### src/dde_pkg.sv
// Purpose: shared constants for the directory entry decoder
// Assumes: 64-bit entries, APB register access
// Notes:   offsets are byte addresses of 32-bit words
package dde_pkg;
  // ----------------------------------------------------------------
  // entry field positions
  // ----------------------------------------------------------------
  localparam int PRESENT_POS   = 0;
  localparam int RW_POS        = 1;
  localparam int US_POS        = 2;
  localparam int WT_POS        = 3;
  localparam int CD_POS        = 4;
  localparam int ACC_POS       = 5;
  localparam int DIRTY_POS     = 6;
  localparam int PSIZE_POS     = 7;
  localparam int GLOBAL_POS    = 8;
  localparam int EXTU_POS      = 10;
  localparam int NOEXEC_POS    = 63;
  localparam int TBL_LSB       = 12;
  localparam int PAGE_LSB      = 21;
  localparam int HAW_DEFAULT   = 48;
  // ----------------------------------------------------------------
  // register offsets
  // ----------------------------------------------------------------
  localparam logic [7:0] ENTRY_LO_OFS = 8'h00;
  localparam logic [7:0] ENTRY_HI_OFS = 8'h04;
  localparam logic [7:0] CTRL_OFS     = 8'h08;
  localparam logic [7:0] STATUS_OFS   = 8'h0C;
  localparam logic [7:0] BASE_LO_OFS  = 8'h10;
  localparam logic [7:0] BASE_HI_OFS  = 8'h14;
  // ctrl register bits
  localparam int C_GLOBAL  = 0;
  localparam int C_WP      = 1;
  localparam int C_NX      = 2;
  localparam int C_EXTU    = 3;
  localparam int C_NEST    = 4;
  localparam int C_COHER   = 5;
  localparam int C_USER    = 6;
  localparam int C_WRITE   = 7;
  localparam int C_EXEC    = 8;
  localparam logic [31:0] CTRL_RESET = 32'h0000_0000;
endpackage : dde_pkg

### src/dde_decoder.sv
// Purpose: decode a directory-level entry fetched by the page walker
// Assumes: APB slave, zero wait state, pclk 125 MHz
// Notes:   decode result is registered one cycle after any write
//
// Contract
// - bit7 set means 2-MByte page mapping
// - page mapping used only if present
// - global bit honoured when global enabled
// - bit6 is dirty flag of page
// - bit5 accessed flag in both formats
// - page memory type from bits4,3 if coherent
// - user request refused when bit2 clear
// - bit1 clear denies user, protected supervisor writes
// - table bit63 denies execute when enabled
// - table base bits HOST_ADDR_WIDTH-1:12, maybe guest
// - bit10 extended-used flag only when enabled
// - bit7 clear means table pointer
// - table followed only if present
// - table bits2,1 govern whole region
// - table fetch memory type bits4,3 if coherent
// - page base bits HOST_ADDR_WIDTH-1:21, maybe guest
// - page bit63 denies execute when enabled
`timescale 1ns/1ps
module dde_decoder
  import dde_pkg::*;
#(
  parameter int HOST_ADDR_WIDTH = HAW_DEFAULT
) (
  input  wire logic        pclk,        // bus clock
  input  wire logic        presetn,     // async reset, active low
  input  wire logic        pclken,      // clock enable, freezes state when low
  input  wire logic        psel,        // apb select
  input  wire logic        penable,     // apb access phase
  input  wire logic        pwrite,      // apb direction
  input  wire logic [7:0]  paddr,       // apb byte address
  input  wire logic [31:0] pwdata,      // apb write data
  output logic      [31:0] prdata,      // apb read data
  output logic             pready,      // apb ready
  output logic             pslverr,     // apb error, unmapped address
  output logic             walk_fault,  // entry absent, walk stops
  output logic             is_page,     // entry maps a 2-MByte page
  output logic             access_ok    // request allowed
);
  import dde_pkg::*;

  // ----------------------------------------------------------------
  // registers
  // ----------------------------------------------------------------
  logic [63:0] entry_r;
  logic [31:0] ctrl_r;
  logic [63:0] base_r;
  logic [15:0] status_r;
  logic [31:0] prdata_r;
  logic        pready_r;
  logic        pslverr_r;
  logic        fault_r;
  logic        page_r;
  logic        ok_r;

  // ----------------------------------------------------------------
  // bus decode
  // ----------------------------------------------------------------
  wire setup_w   = psel & ~penable & pclken;
  wire hit_lo    = paddr == ENTRY_LO_OFS;
  wire hit_hi    = paddr == ENTRY_HI_OFS;
  wire hit_ctrl  = paddr == CTRL_OFS;
  wire hit_stat  = paddr == STATUS_OFS;
  wire hit_blo   = paddr == BASE_LO_OFS;
  wire hit_bhi   = paddr == BASE_HI_OFS;
  wire mapped_w  = hit_lo | hit_hi | hit_ctrl | hit_stat | hit_blo | hit_bhi;
  // writes land only at the access edge where ready is seen, never in setup
  wire wr_w      = psel & penable & pready_r & pclken & pwrite & mapped_w;

  // ----------------------------------------------------------------
  // entry decode
  // ----------------------------------------------------------------
  wire present_w = entry_r[PRESENT_POS];
  wire psize_w   = entry_r[PSIZE_POS];
  wire user_req  = ctrl_r[C_USER];
  wire wr_req    = ctrl_r[C_WRITE];
  wire ex_req    = ctrl_r[C_EXEC];
  wire coher_w   = ctrl_r[C_COHER];
  wire page_w    = psize_w;
  wire use_page  = page_w & present_w;
  wire follow_w  = ~page_w & present_w;
  wire fault_w   = ~present_w;
  wire global_w  = use_page & ctrl_r[C_GLOBAL] & entry_r[GLOBAL_POS];
  wire dirty_w   = use_page & entry_r[DIRTY_POS];
  wire acc_w     = present_w & entry_r[ACC_POS];
  wire extu_w    = present_w & ctrl_r[C_EXTU] & entry_r[EXTU_POS];
  // same bits, different target: page data vs table fetch
  wire [1:0] mtype_w = coher_w ? {entry_r[CD_POS], entry_r[WT_POS]} : 2'h0;
  // privilege bits apply to the page or the whole region alike
  wire us_deny   = user_req & ~entry_r[US_POS];
  wire wr_deny   = wr_req & ~entry_r[RW_POS] & (user_req | ctrl_r[C_WP]);
  wire nx_deny   = ex_req & ctrl_r[C_NX] & entry_r[NOEXEC_POS];
  wire ok_w      = present_w & ~us_deny & ~wr_deny & ~nx_deny;
  wire [63:0] tbl_base  = {{(64-HOST_ADDR_WIDTH){1'b0}}, entry_r[HOST_ADDR_WIDTH-1:TBL_LSB], 12'h000};
  wire [63:0] page_base = {{(64-HOST_ADDR_WIDTH){1'b0}}, entry_r[HOST_ADDR_WIDTH-1:PAGE_LSB], 21'h0};
  wire [63:0] base_w    = page_w ? page_base : tbl_base;
  wire        guest_w   = ctrl_r[C_NEST];
  wire [15:0] status_w  = {5'h00, guest_w, mtype_w, extu_w, acc_w, dirty_w,
                           global_w, follow_w, use_page, ok_w, fault_w};

  wire [31:0] rd_w = hit_lo   ? entry_r[31:0]  :
                     hit_hi   ? entry_r[63:32] :
                     hit_ctrl ? ctrl_r         :
                     hit_stat ? {16'h0000, status_r} :
                     hit_blo  ? base_r[31:0]   :
                     hit_bhi  ? base_r[63:32]  : 32'h0000_0000;

  // ----------------------------------------------------------------
  // state
  // ----------------------------------------------------------------
  always_ff @(posedge pclk or negedge presetn)
  begin
    if (!presetn)
    begin
      entry_r <= 64'h0;
      ctrl_r  <= CTRL_RESET;
    end
    else if (wr_w)
    begin
      if (hit_lo)   entry_r[31:0]  <= pwdata;
      if (hit_hi)   entry_r[63:32] <= pwdata;
      if (hit_ctrl) ctrl_r         <= pwdata;
    end
  end

  always_ff @(posedge pclk or negedge presetn)
  begin
    if (!presetn)
    begin
      status_r <= 16'h0000;
      base_r   <= 64'h0;
      fault_r  <= 1'b0;
      page_r   <= 1'b0;
      ok_r     <= 1'b0;
    end
    else if (pclken)
    begin
      status_r <= status_w;
      base_r   <= base_w;
      fault_r  <= fault_w;
      page_r   <= use_page;
      ok_r     <= ok_w;
    end
  end

  always_ff @(posedge pclk or negedge presetn)
  begin
    if (!presetn)
    begin
      prdata_r  <= 32'h0000_0000;
      pready_r  <= 1'b0;
      pslverr_r <= 1'b0;
    end
    else if (pclken)
    begin
      pready_r  <= setup_w;
      pslverr_r <= setup_w & ~mapped_w;
      prdata_r  <= (setup_w & ~pwrite) ? rd_w : 32'h0000_0000;
    end
  end

  assign prdata     = prdata_r;
  assign pready     = pready_r;
  assign pslverr    = pslverr_r;
  assign walk_fault = fault_r;
  assign is_page    = page_r;
  assign access_ok  = ok_r;

  // ----------------------------------------------------------------
  // checks
  // ----------------------------------------------------------------
  absent_fault_a: assert property (@(posedge pclk) disable iff (!presetn)
    pclken && !entry_r[PRESENT_POS] |=> walk_fault && !access_ok)
    else $error("absent entry without fault");
  page_select_a: assert property (@(posedge pclk) disable iff (!presetn)
    pclken |=> is_page == $past(entry_r[PSIZE_POS] & entry_r[PRESENT_POS]))
    else $error("page mapping decode wrong");
  user_deny_a: assert property (@(posedge pclk) disable iff (!presetn)
    pclken && ctrl_r[C_USER] && !entry_r[US_POS] |=> !access_ok)
    else $error("user request not refused");
  write_deny_a: assert property (@(posedge pclk) disable iff (!presetn)
    pclken && ctrl_r[C_WRITE] && !entry_r[RW_POS] && ctrl_r[C_WP] |=> !access_ok)
    else $error("protected write allowed");
  exec_deny_a: assert property (@(posedge pclk) disable iff (!presetn)
    pclken && ctrl_r[C_EXEC] && ctrl_r[C_NX] && entry_r[NOEXEC_POS] |=> !access_ok)
    else $error("execute allowed on no-exec entry");
  table_base_a: assert property (@(posedge pclk) disable iff (!presetn)
    pclken && !entry_r[PSIZE_POS] |=> base_r[11:0] == 12'h000)
    else $error("table base not aligned");
  page_base_a: assert property (@(posedge pclk) disable iff (!presetn)
    pclken && entry_r[PSIZE_POS] |=> base_r[20:0] == 21'h0)
    else $error("page base not aligned");
  ext_flag_a: assert property (@(posedge pclk) disable iff (!presetn)
    pclken && !ctrl_r[C_EXTU] |=> !status_r[7])
    else $error("extended flag seen while disabled");
  mtype_a: assert property (@(posedge pclk) disable iff (!presetn)
    pclken && !ctrl_r[C_COHER] |=> status_r[9:8] == 2'h0)
    else $error("memory type bits used for non-coherent");
  apb_ready_a: assert property (@(posedge pclk) disable iff (!presetn)
    psel && !penable && pclken |=> pready)
    else $error("apb access not answered");

  // ----------------------------------------------------------------
  // entry format checks
  // ----------------------------------------------------------------
  present_use_a: assert property (@(posedge pclk) disable iff (!presetn)
    pclken && !entry_r[PRESENT_POS]
    |=> !is_page)
    else $error("absent page entry used");
  table_follow_a: assert property (@(posedge pclk) disable iff (!presetn)
    pclken && (entry_r[PSIZE_POS] || !entry_r[PRESENT_POS])
    |=> !status_r[3])
    else $error("table followed wrongly");
  table_kind_a: assert property (@(posedge pclk) disable iff (!presetn)
    pclken && entry_r[PRESENT_POS] && !entry_r[PSIZE_POS]
    |=> status_r[3] && !is_page)
    else $error("table entry not followed");
  global_on_a: assert property (@(posedge pclk) disable iff (!presetn)
    pclken && ctrl_r[C_GLOBAL] && entry_r[GLOBAL_POS] && entry_r[PSIZE_POS] && entry_r[0]
    |=> status_r[4])
    else $error("global page not honoured");
  global_off_a: assert property (@(posedge pclk) disable iff (!presetn)
    pclken && !ctrl_r[C_GLOBAL]
    |=> !status_r[4])
    else $error("global seen while disabled");
  dirty_page_a: assert property (@(posedge pclk) disable iff (!presetn)
    pclken && !entry_r[PSIZE_POS]
    |=> !status_r[5])
    else $error("dirty seen on table entry");
  dirty_set_a: assert property (@(posedge pclk) disable iff (!presetn)
    pclken && entry_r[PRESENT_POS] && entry_r[PSIZE_POS] && entry_r[DIRTY_POS]
    |=> status_r[5])
    else $error("dirty page not reported");
  accessed_flag_a: assert property (@(posedge pclk) disable iff (!presetn)
    pclken && entry_r[PRESENT_POS] && entry_r[PSIZE_POS]
    |=> status_r[6] == $past(entry_r[ACC_POS]))
    else $error("page accessed flag wrong");
  accessed_table_a: assert property (@(posedge pclk) disable iff (!presetn)
    pclken && entry_r[PRESENT_POS] && !entry_r[PSIZE_POS]
    |=> status_r[6] == $past(entry_r[ACC_POS]))
    else $error("table accessed flag wrong");
  ext_set_a: assert property (@(posedge pclk) disable iff (!presetn)
    pclken && ctrl_r[C_EXTU] && entry_r[PRESENT_POS]
    |=> status_r[7] == $past(entry_r[EXTU_POS]))
    else $error("extended flag lost");
  mtype_coher_a: assert property (@(posedge pclk) disable iff (!presetn)
    pclken && ctrl_r[C_COHER] && entry_r[PSIZE_POS]
    |=> status_r[9:8] == $past({entry_r[CD_POS], entry_r[WT_POS]}))
    else $error("page memory type wrong");
  table_mtype_a: assert property (@(posedge pclk) disable iff (!presetn)
    pclken && ctrl_r[C_COHER] && !entry_r[PSIZE_POS]
    |=> status_r[9:8] == $past({entry_r[CD_POS], entry_r[WT_POS]}))
    else $error("table memory type wrong");

  // ----------------------------------------------------------------
  // permission checks
  // ----------------------------------------------------------------
  region_user_a: assert property (@(posedge pclk) disable iff (!presetn)
    pclken && !entry_r[PSIZE_POS] && ctrl_r[C_USER] && !entry_r[US_POS]
    |=> !access_ok)
    else $error("user allowed in region");
  user_write_a: assert property (@(posedge pclk) disable iff (!presetn)
    pclken && ctrl_r[C_WRITE] && ctrl_r[C_USER] && !entry_r[RW_POS]
    |=> !access_ok)
    else $error("user write allowed");
  table_exec_a: assert property (@(posedge pclk) disable iff (!presetn)
    pclken && !entry_r[PSIZE_POS] && ctrl_r[C_EXEC] && ctrl_r[C_NX] && entry_r[NOEXEC_POS]
    |=> !access_ok)
    else $error("execute allowed in region");
  plain_grant_a: assert property (@(posedge pclk) disable iff (!presetn)
    pclken && entry_r[PRESENT_POS] && !ctrl_r[C_USER] && !ctrl_r[C_WRITE] && !ctrl_r[C_EXEC]
    |=> access_ok)
    else $error("plain request refused");
  sup_write_a: assert property (@(posedge pclk) disable iff (!presetn)
    pclken && entry_r[0] && !ctrl_r[C_USER] && ctrl_r[C_WRITE] && !ctrl_r[C_WP] && !ctrl_r[C_EXEC]
    |=> access_ok)
    else $error("supervisor write refused");
  exec_off_a: assert property (@(posedge pclk) disable iff (!presetn)
    pclken && entry_r[0] && !ctrl_r[C_USER] && !ctrl_r[C_WRITE] && ctrl_r[C_EXEC] && !ctrl_r[C_NX]
    |=> access_ok)
    else $error("execute refused while disabled");

  // ----------------------------------------------------------------
  // base and guest checks
  // ----------------------------------------------------------------
  table_addr_a: assert property (@(posedge pclk) disable iff (!presetn)
    pclken && !entry_r[PSIZE_POS]
    |=> base_r[HOST_ADDR_WIDTH-1:TBL_LSB] == $past(entry_r[HOST_ADDR_WIDTH-1:TBL_LSB]))
    else $error("table base wrong");
  page_addr_a: assert property (@(posedge pclk) disable iff (!presetn)
    pclken && entry_r[PSIZE_POS]
    |=> base_r[HOST_ADDR_WIDTH-1:PAGE_LSB] == $past(entry_r[HOST_ADDR_WIDTH-1:PAGE_LSB]))
    else $error("page base wrong");
  upper_base_a: assert property (@(posedge pclk) disable iff (!presetn)
    pclken
    |=> base_r[63:HOST_ADDR_WIDTH] == '0)
    else $error("base above address width");
  guest_flag_a: assert property (@(posedge pclk) disable iff (!presetn)
    pclken
    |=> status_r[10] == $past(ctrl_r[C_NEST]))
    else $error("guest marking wrong");

  // ----------------------------------------------------------------
  // bus checks
  // ----------------------------------------------------------------
  apb_err_a: assert property (@(posedge pclk) disable iff (!presetn)
    psel && !penable && pclken && !mapped_w
    |=> pslverr && pready)
    else $error("unmapped access not flagged");
  apb_once_a: assert property (@(posedge pclk) disable iff (!presetn)
    pclken && pready
    |=> !pready)
    else $error("ready held too long");
  rd_zero_a: assert property (@(posedge pclk) disable iff (!presetn)
    pclken && !(psel && !penable && !pwrite)
    |=> prdata == 32'h0000_0000)
    else $error("read data outside access");
  read_ctrl_a: assert property (@(posedge pclk) disable iff (!presetn)
    pclken && psel && !penable && !pwrite && paddr == CTRL_OFS
    |=> prdata == $past(ctrl_r))
    else $error("ctrl read data wrong");
  write_lands_a: assert property (@(posedge pclk) disable iff (!presetn)
    pclken && psel && penable && pready && pwrite && paddr == CTRL_OFS
    |=> ctrl_r == $past(pwdata))
    else $error("ctrl write lost");
  entry_write_a: assert property (@(posedge pclk) disable iff (!presetn)
    pclken && psel && penable && pready && pwrite && paddr == ENTRY_LO_OFS
    |=> entry_r[31:0] == $past(pwdata))
    else $error("entry write lost");
  no_early_write_a: assert property (@(posedge pclk) disable iff (!presetn)
    pclken && psel && !penable && pwrite
    |=> $stable(ctrl_r) && $stable(entry_r))
    else $error("write landed in setup");
  unmapped_keep_a: assert property (@(posedge pclk) disable iff (!presetn)
    pclken && psel && penable && pwrite && !mapped_w
    |=> $stable(ctrl_r) && $stable(entry_r))
    else $error("unmapped write landed");
endmodule : dde_decoder

### config.mk
export PLATFORM = sky130hd
export DESIGN_NAME = dde_decoder
export DESIGN_NICKNAME = d
export VERILOG_FILES = /design/src/dde_pkg.sv /design/src/dde_decoder.sv
export SDC_FILE = /design/constraint.sdc
export NUM_CORES = 1
export LEC_CHECK = 0
export BUFFER_PORTS_ARGS = -buffer_cell sky130_fd_sc_hd__buf_2
export CAP_MARGIN = 30
export CORE_MARGIN = 2
export CORE_UTILIZATION = 55
export CTS_CLUSTER_SIZE = 8
export DETAILED_ROUTE_END_ITERATION = 12
export PLACE_DENSITY = 0.87
export REMOVE_ABC_BUFFERS = 1
export SETUP_SLACK_MARGIN = 0.2
export SLEW_MARGIN = 20
export SYNTH_ARGS = -nofsm -noshare
export SYNTH_HDL_FRONTEND = slang
export SYNTH_SLANG_ARGS = --single-unit
### constraint.sdc
create_clock -name pclk -period 3.1 [get_ports pclk]
set_clock_uncertainty 0.05 [all_clocks]
set_input_delay 0.62 -clock pclk [delete_from_list [all_inputs] [get_ports pclk]]
set_output_delay 0.62 -clock pclk [all_outputs]
set_load 0.005 [all_outputs]
==> summary.txt <==
STA
  – Setup Viol. Count Final: 0
  – Post-route minimum period: 2370 ps
  – Worst slew pin tran: 913.2 ps
  – Slack of the critical path: 729.5 ps
  – Period utilization: 76.47%
  – Final hold violation count: 0
  – RSZ-0062 raised after global routing: no
  – Pins Over Slew Limit: 0
  – Hold WS: 379.8 ps
  – Max Clk Rate: 421.9 MHz
  – Max_slew headroom: 38.89%

Clock network
  – CTS buffer count: 17
  – Setup bufs post-CTS: 0
  – Root Buffer Master: clkbuf_16
  – Clock-pin slew on the worst setup and hold paths: around 70 ps
  – H-tree levels: 4
  – Worst-Skew Late Latency: 430 ps
  – CTS tree: done
  – Max Root-Sink Buffers: 2
  – CTS Sinks: 177

Power
  – Switching power total: 1.086 mW
  – Comb pwr share: ~5.5%
  – Part of the power in registers: roughly half
  – Net Sw Frac: between 20% and 30%
  – Maximum VDD drop: 388.5 µV
  – Total power: 4.690 mW
  – Leak pwr: 4.598 nW
  – Int Pwr: 3.603 mW
  – Pwr dens: 498.6 nW/µm²
  – Clock network power share: 44.9%

Global route
  – Gr usage total: 26.98%
  – First-pass GRT wire length: 33,530 µm
  – Via count of the first global-routing pass: 6,341
  – Initial antenna violation count: 3
  – Total gr overflow: 0
  – Largest net degree at the start of global routing: 86

Setup path
  – RR Startpoint: pready
  – R2R cell count: 3
  – Peak fanout along the critical path: 32
  – Reg2Reg Capture Point: entry_r[49]
  – R2r setup slk: 1000 ps
  – Worst setup SP type: primary input
  – CP required: 3360 ps
  – Crit end category: register
  – Slowest CP cell: or4_4
  – Slowest cell delay on critical path: ~830 ps
  – Arr. time, crit path: 2630 ps
  – CP cell instances: buf_2 -> or4_4 -> or4_4 -> mux2_4
  – Critical path type: in -> reg
  – Most frequent CP cell: or4_4

Layout
  – Area grow syn2layout: 14.95%
  – Filler instances: ~1,100
  – Layout cells sized above 1: 38.87%
  – Most frequent cells in the layout: dfrtp_1 (177), mux2_2 (108), buf_2 (81)
  – Commonest non-fill, non-tap cell in the layout: dfrtp_1
  – Fin cells: 944
  – Fin nets: just under 800

Yosys
  – Post-synthesis instance total: between 600 and 700
  – Number of enable flip-flop cells after synthesis: 0
  – Ranking of synthesized cells by area: dfrtp_1 (54%), mux2_2 (15%), mux2_4 (5.5%), o21ai_0 (4.1%), clkbuf_1 (1.5%)
  – Sequential fraction of the synthesis area: 54.13%
  – Synth Area per Inst: 12.20 µm²
  – Async S/R FF share, synth: 100.0%
  – Synth area leader: dfrtp_1
  – Ys flop type: dfrtp_1
  – Area share of the largest cell type after synthesis: 54.13%
  – Ys Warns: 0
  – #FFs+latches synth: 177
  – Cell Area, Synth: roughly 8200 µm²
  – Number of distinct library cells after synthesis: 47

Placement
  – Placed Cells: slightly above 900
  – Setup WS pre-CTS: 301.8 ps
  – GP Congestion: 0.8278
  – Number of port buffers: ~80
  – Final HPWL DP: 13,090 µm

Floorplanning
  – Die ar.: around 16,000 µm²
  – Starting Density: between 50% and 60%
  – Core area: 14,530 µm²
  – IO Pins: between 80 and 90
  – Site row count: 44
  – Die H: 126.0 µm
  – Die Width: 126.0 µm

Drt
  – Initial DRC Count: 568
  – Post-route ant nets: 0
  – Drt wl/cell: 22.25 µm
  – DRC violations left: 0
  – Detailed Routing Iterations Pass 1: 5
  – Detailed-route via count: 6,044
  – Via-to-Cell Ratio: ~6.4
  – Final WL: ~21,000 µm

Worst hold path
  – Hold depth: 2
  – HP Start: paddr[5]
  – Min-delay worst type: in -> reg
  – Worst hold path endpoint: prdata[30]

Flow run
  – Max cap viols: 0

Run status
  – Status: complete, no violations
==> per-layer routing <==
metal | up-vias | track usage [%] | share of wire, %
met2 | 301 | 43.67 | 48
met3 | 81 | 6.330 | 7.6
li1 | 2613 | - | -
met4 | 4 | 13.70 | 3.9
met1 | 3045 | 34.20 | 40
met5 | - | 0 | 0.13
==> worst max-delay path by stage <==
stage          slack, ps     endpoint  startpoint
6_report             730  entry_r[49]    paddr[7]
2_1_floorplan       -580   entry_r[0]    paddr[7]
5_1_grt              710  entry_r[49]    paddr[7]
4_1_cts              750  entry_r[49]    paddr[7]
3_5_place_dp         300  entry_r[49]    paddr[7]
3_3_place_gp         320  entry_r[58]    paddr[7]
==> state kept, by name, summed over array words and instances (netlist names) <==
signal    flops
ctrl_r       32
pslverr       1
base_r       36
status_r     11
prdata       32
pready        1
entry_r      64
==> layout make-up <==
type,instances,area (µm²),area share (%)
antenna,1,2.502,0.02660
tap,184,230.2,2.447
multi-input combinational,419,3446,36.63
timing repair buffer,106,624.3,6.637
clock inverter,13,137.6,1.463
clock buffer,19,442.9,4.709
sequential,177,4429,47.09
inverter,25,93.84,0.9976
==> cell usage after synthesis, types with 2 or more instances <==
cell type,count
nor2b_1,2
o31ai_1,4
o32ai_1,2
nor4_1,2
mux2_1,2
o21ai_0,67
nor3_1,9
or2_2,2
nor2_1,30
nand3b_1,5
mux2i_1,5
nand3_1,22
mux2_4,30
a22oi_1,15
clkbuf_1,33
nand4_1,6
inv_1,24
nand2_1,21
nor4_2,2
buf_1,3
dfrtp_1,177
a21oi_1,16
a31o_2,11
mux2_2,108
a2bb2oi_1,9
buf_2,8
a22o_1,13
or4b_2,2
o2bb2ai_1,11
o221ai_1,8
or4_4,2
buf_6,5
==> metrics by stage <==
step / utilization, % / TNS [ps] / instance area [µm²]
6_report: 64.72 / 0 / 9407
2_1_floorplan: - / -30190 / 7944
3_3_place_gp: 60.64 / 0 / 8813
3_5_place_dp: 60.64 / 0 / 8813
5_1_grt: 64.72 / 0 / 9407
4_1_cts: 64.70 / 0 / 9404
==> worst max-delay path: cells and delay by family <==
kind                   cells  cell delay (ps)
buffers and inverters      1              130
multiplexers               1              410
AND/OR/NAND/NOR            2             1450
==> power by group through the flow <==
stage,logic [mW],clock network (mW),registers [mW]
finish,0.258,2.11,2.32
global route,0.281,2.22,2.32
CTS,0.256,2.13,2.32
detailed placement,0.252,0,2.37
global placement,0.243,0,2.37
floorplan,0.0759,0,2.37
==> kinds of logic (layout without fill, tap and decap cells) <==
logic type / after synthesis / after routing / share of synthesized area [%]
DFF: 177 / 177 / 54.13
muxes: 145 / 145 / 21.25
AOI/OAI and AO/OA: 163 / 163 / 13.52
and+or+nand+nor: 111 / 111 / 7.034
other: 0 / 1 / 0
buffers and inverters: 75 / 163 / 4.067
==> timing repair <==
item,4_1_cts,5_1_grt
endpoints found under the hold margin,7,0
hold buffers,1,0
gates resized for setup,0,0
Note: power is estimated with default switching activity, not from simulation.
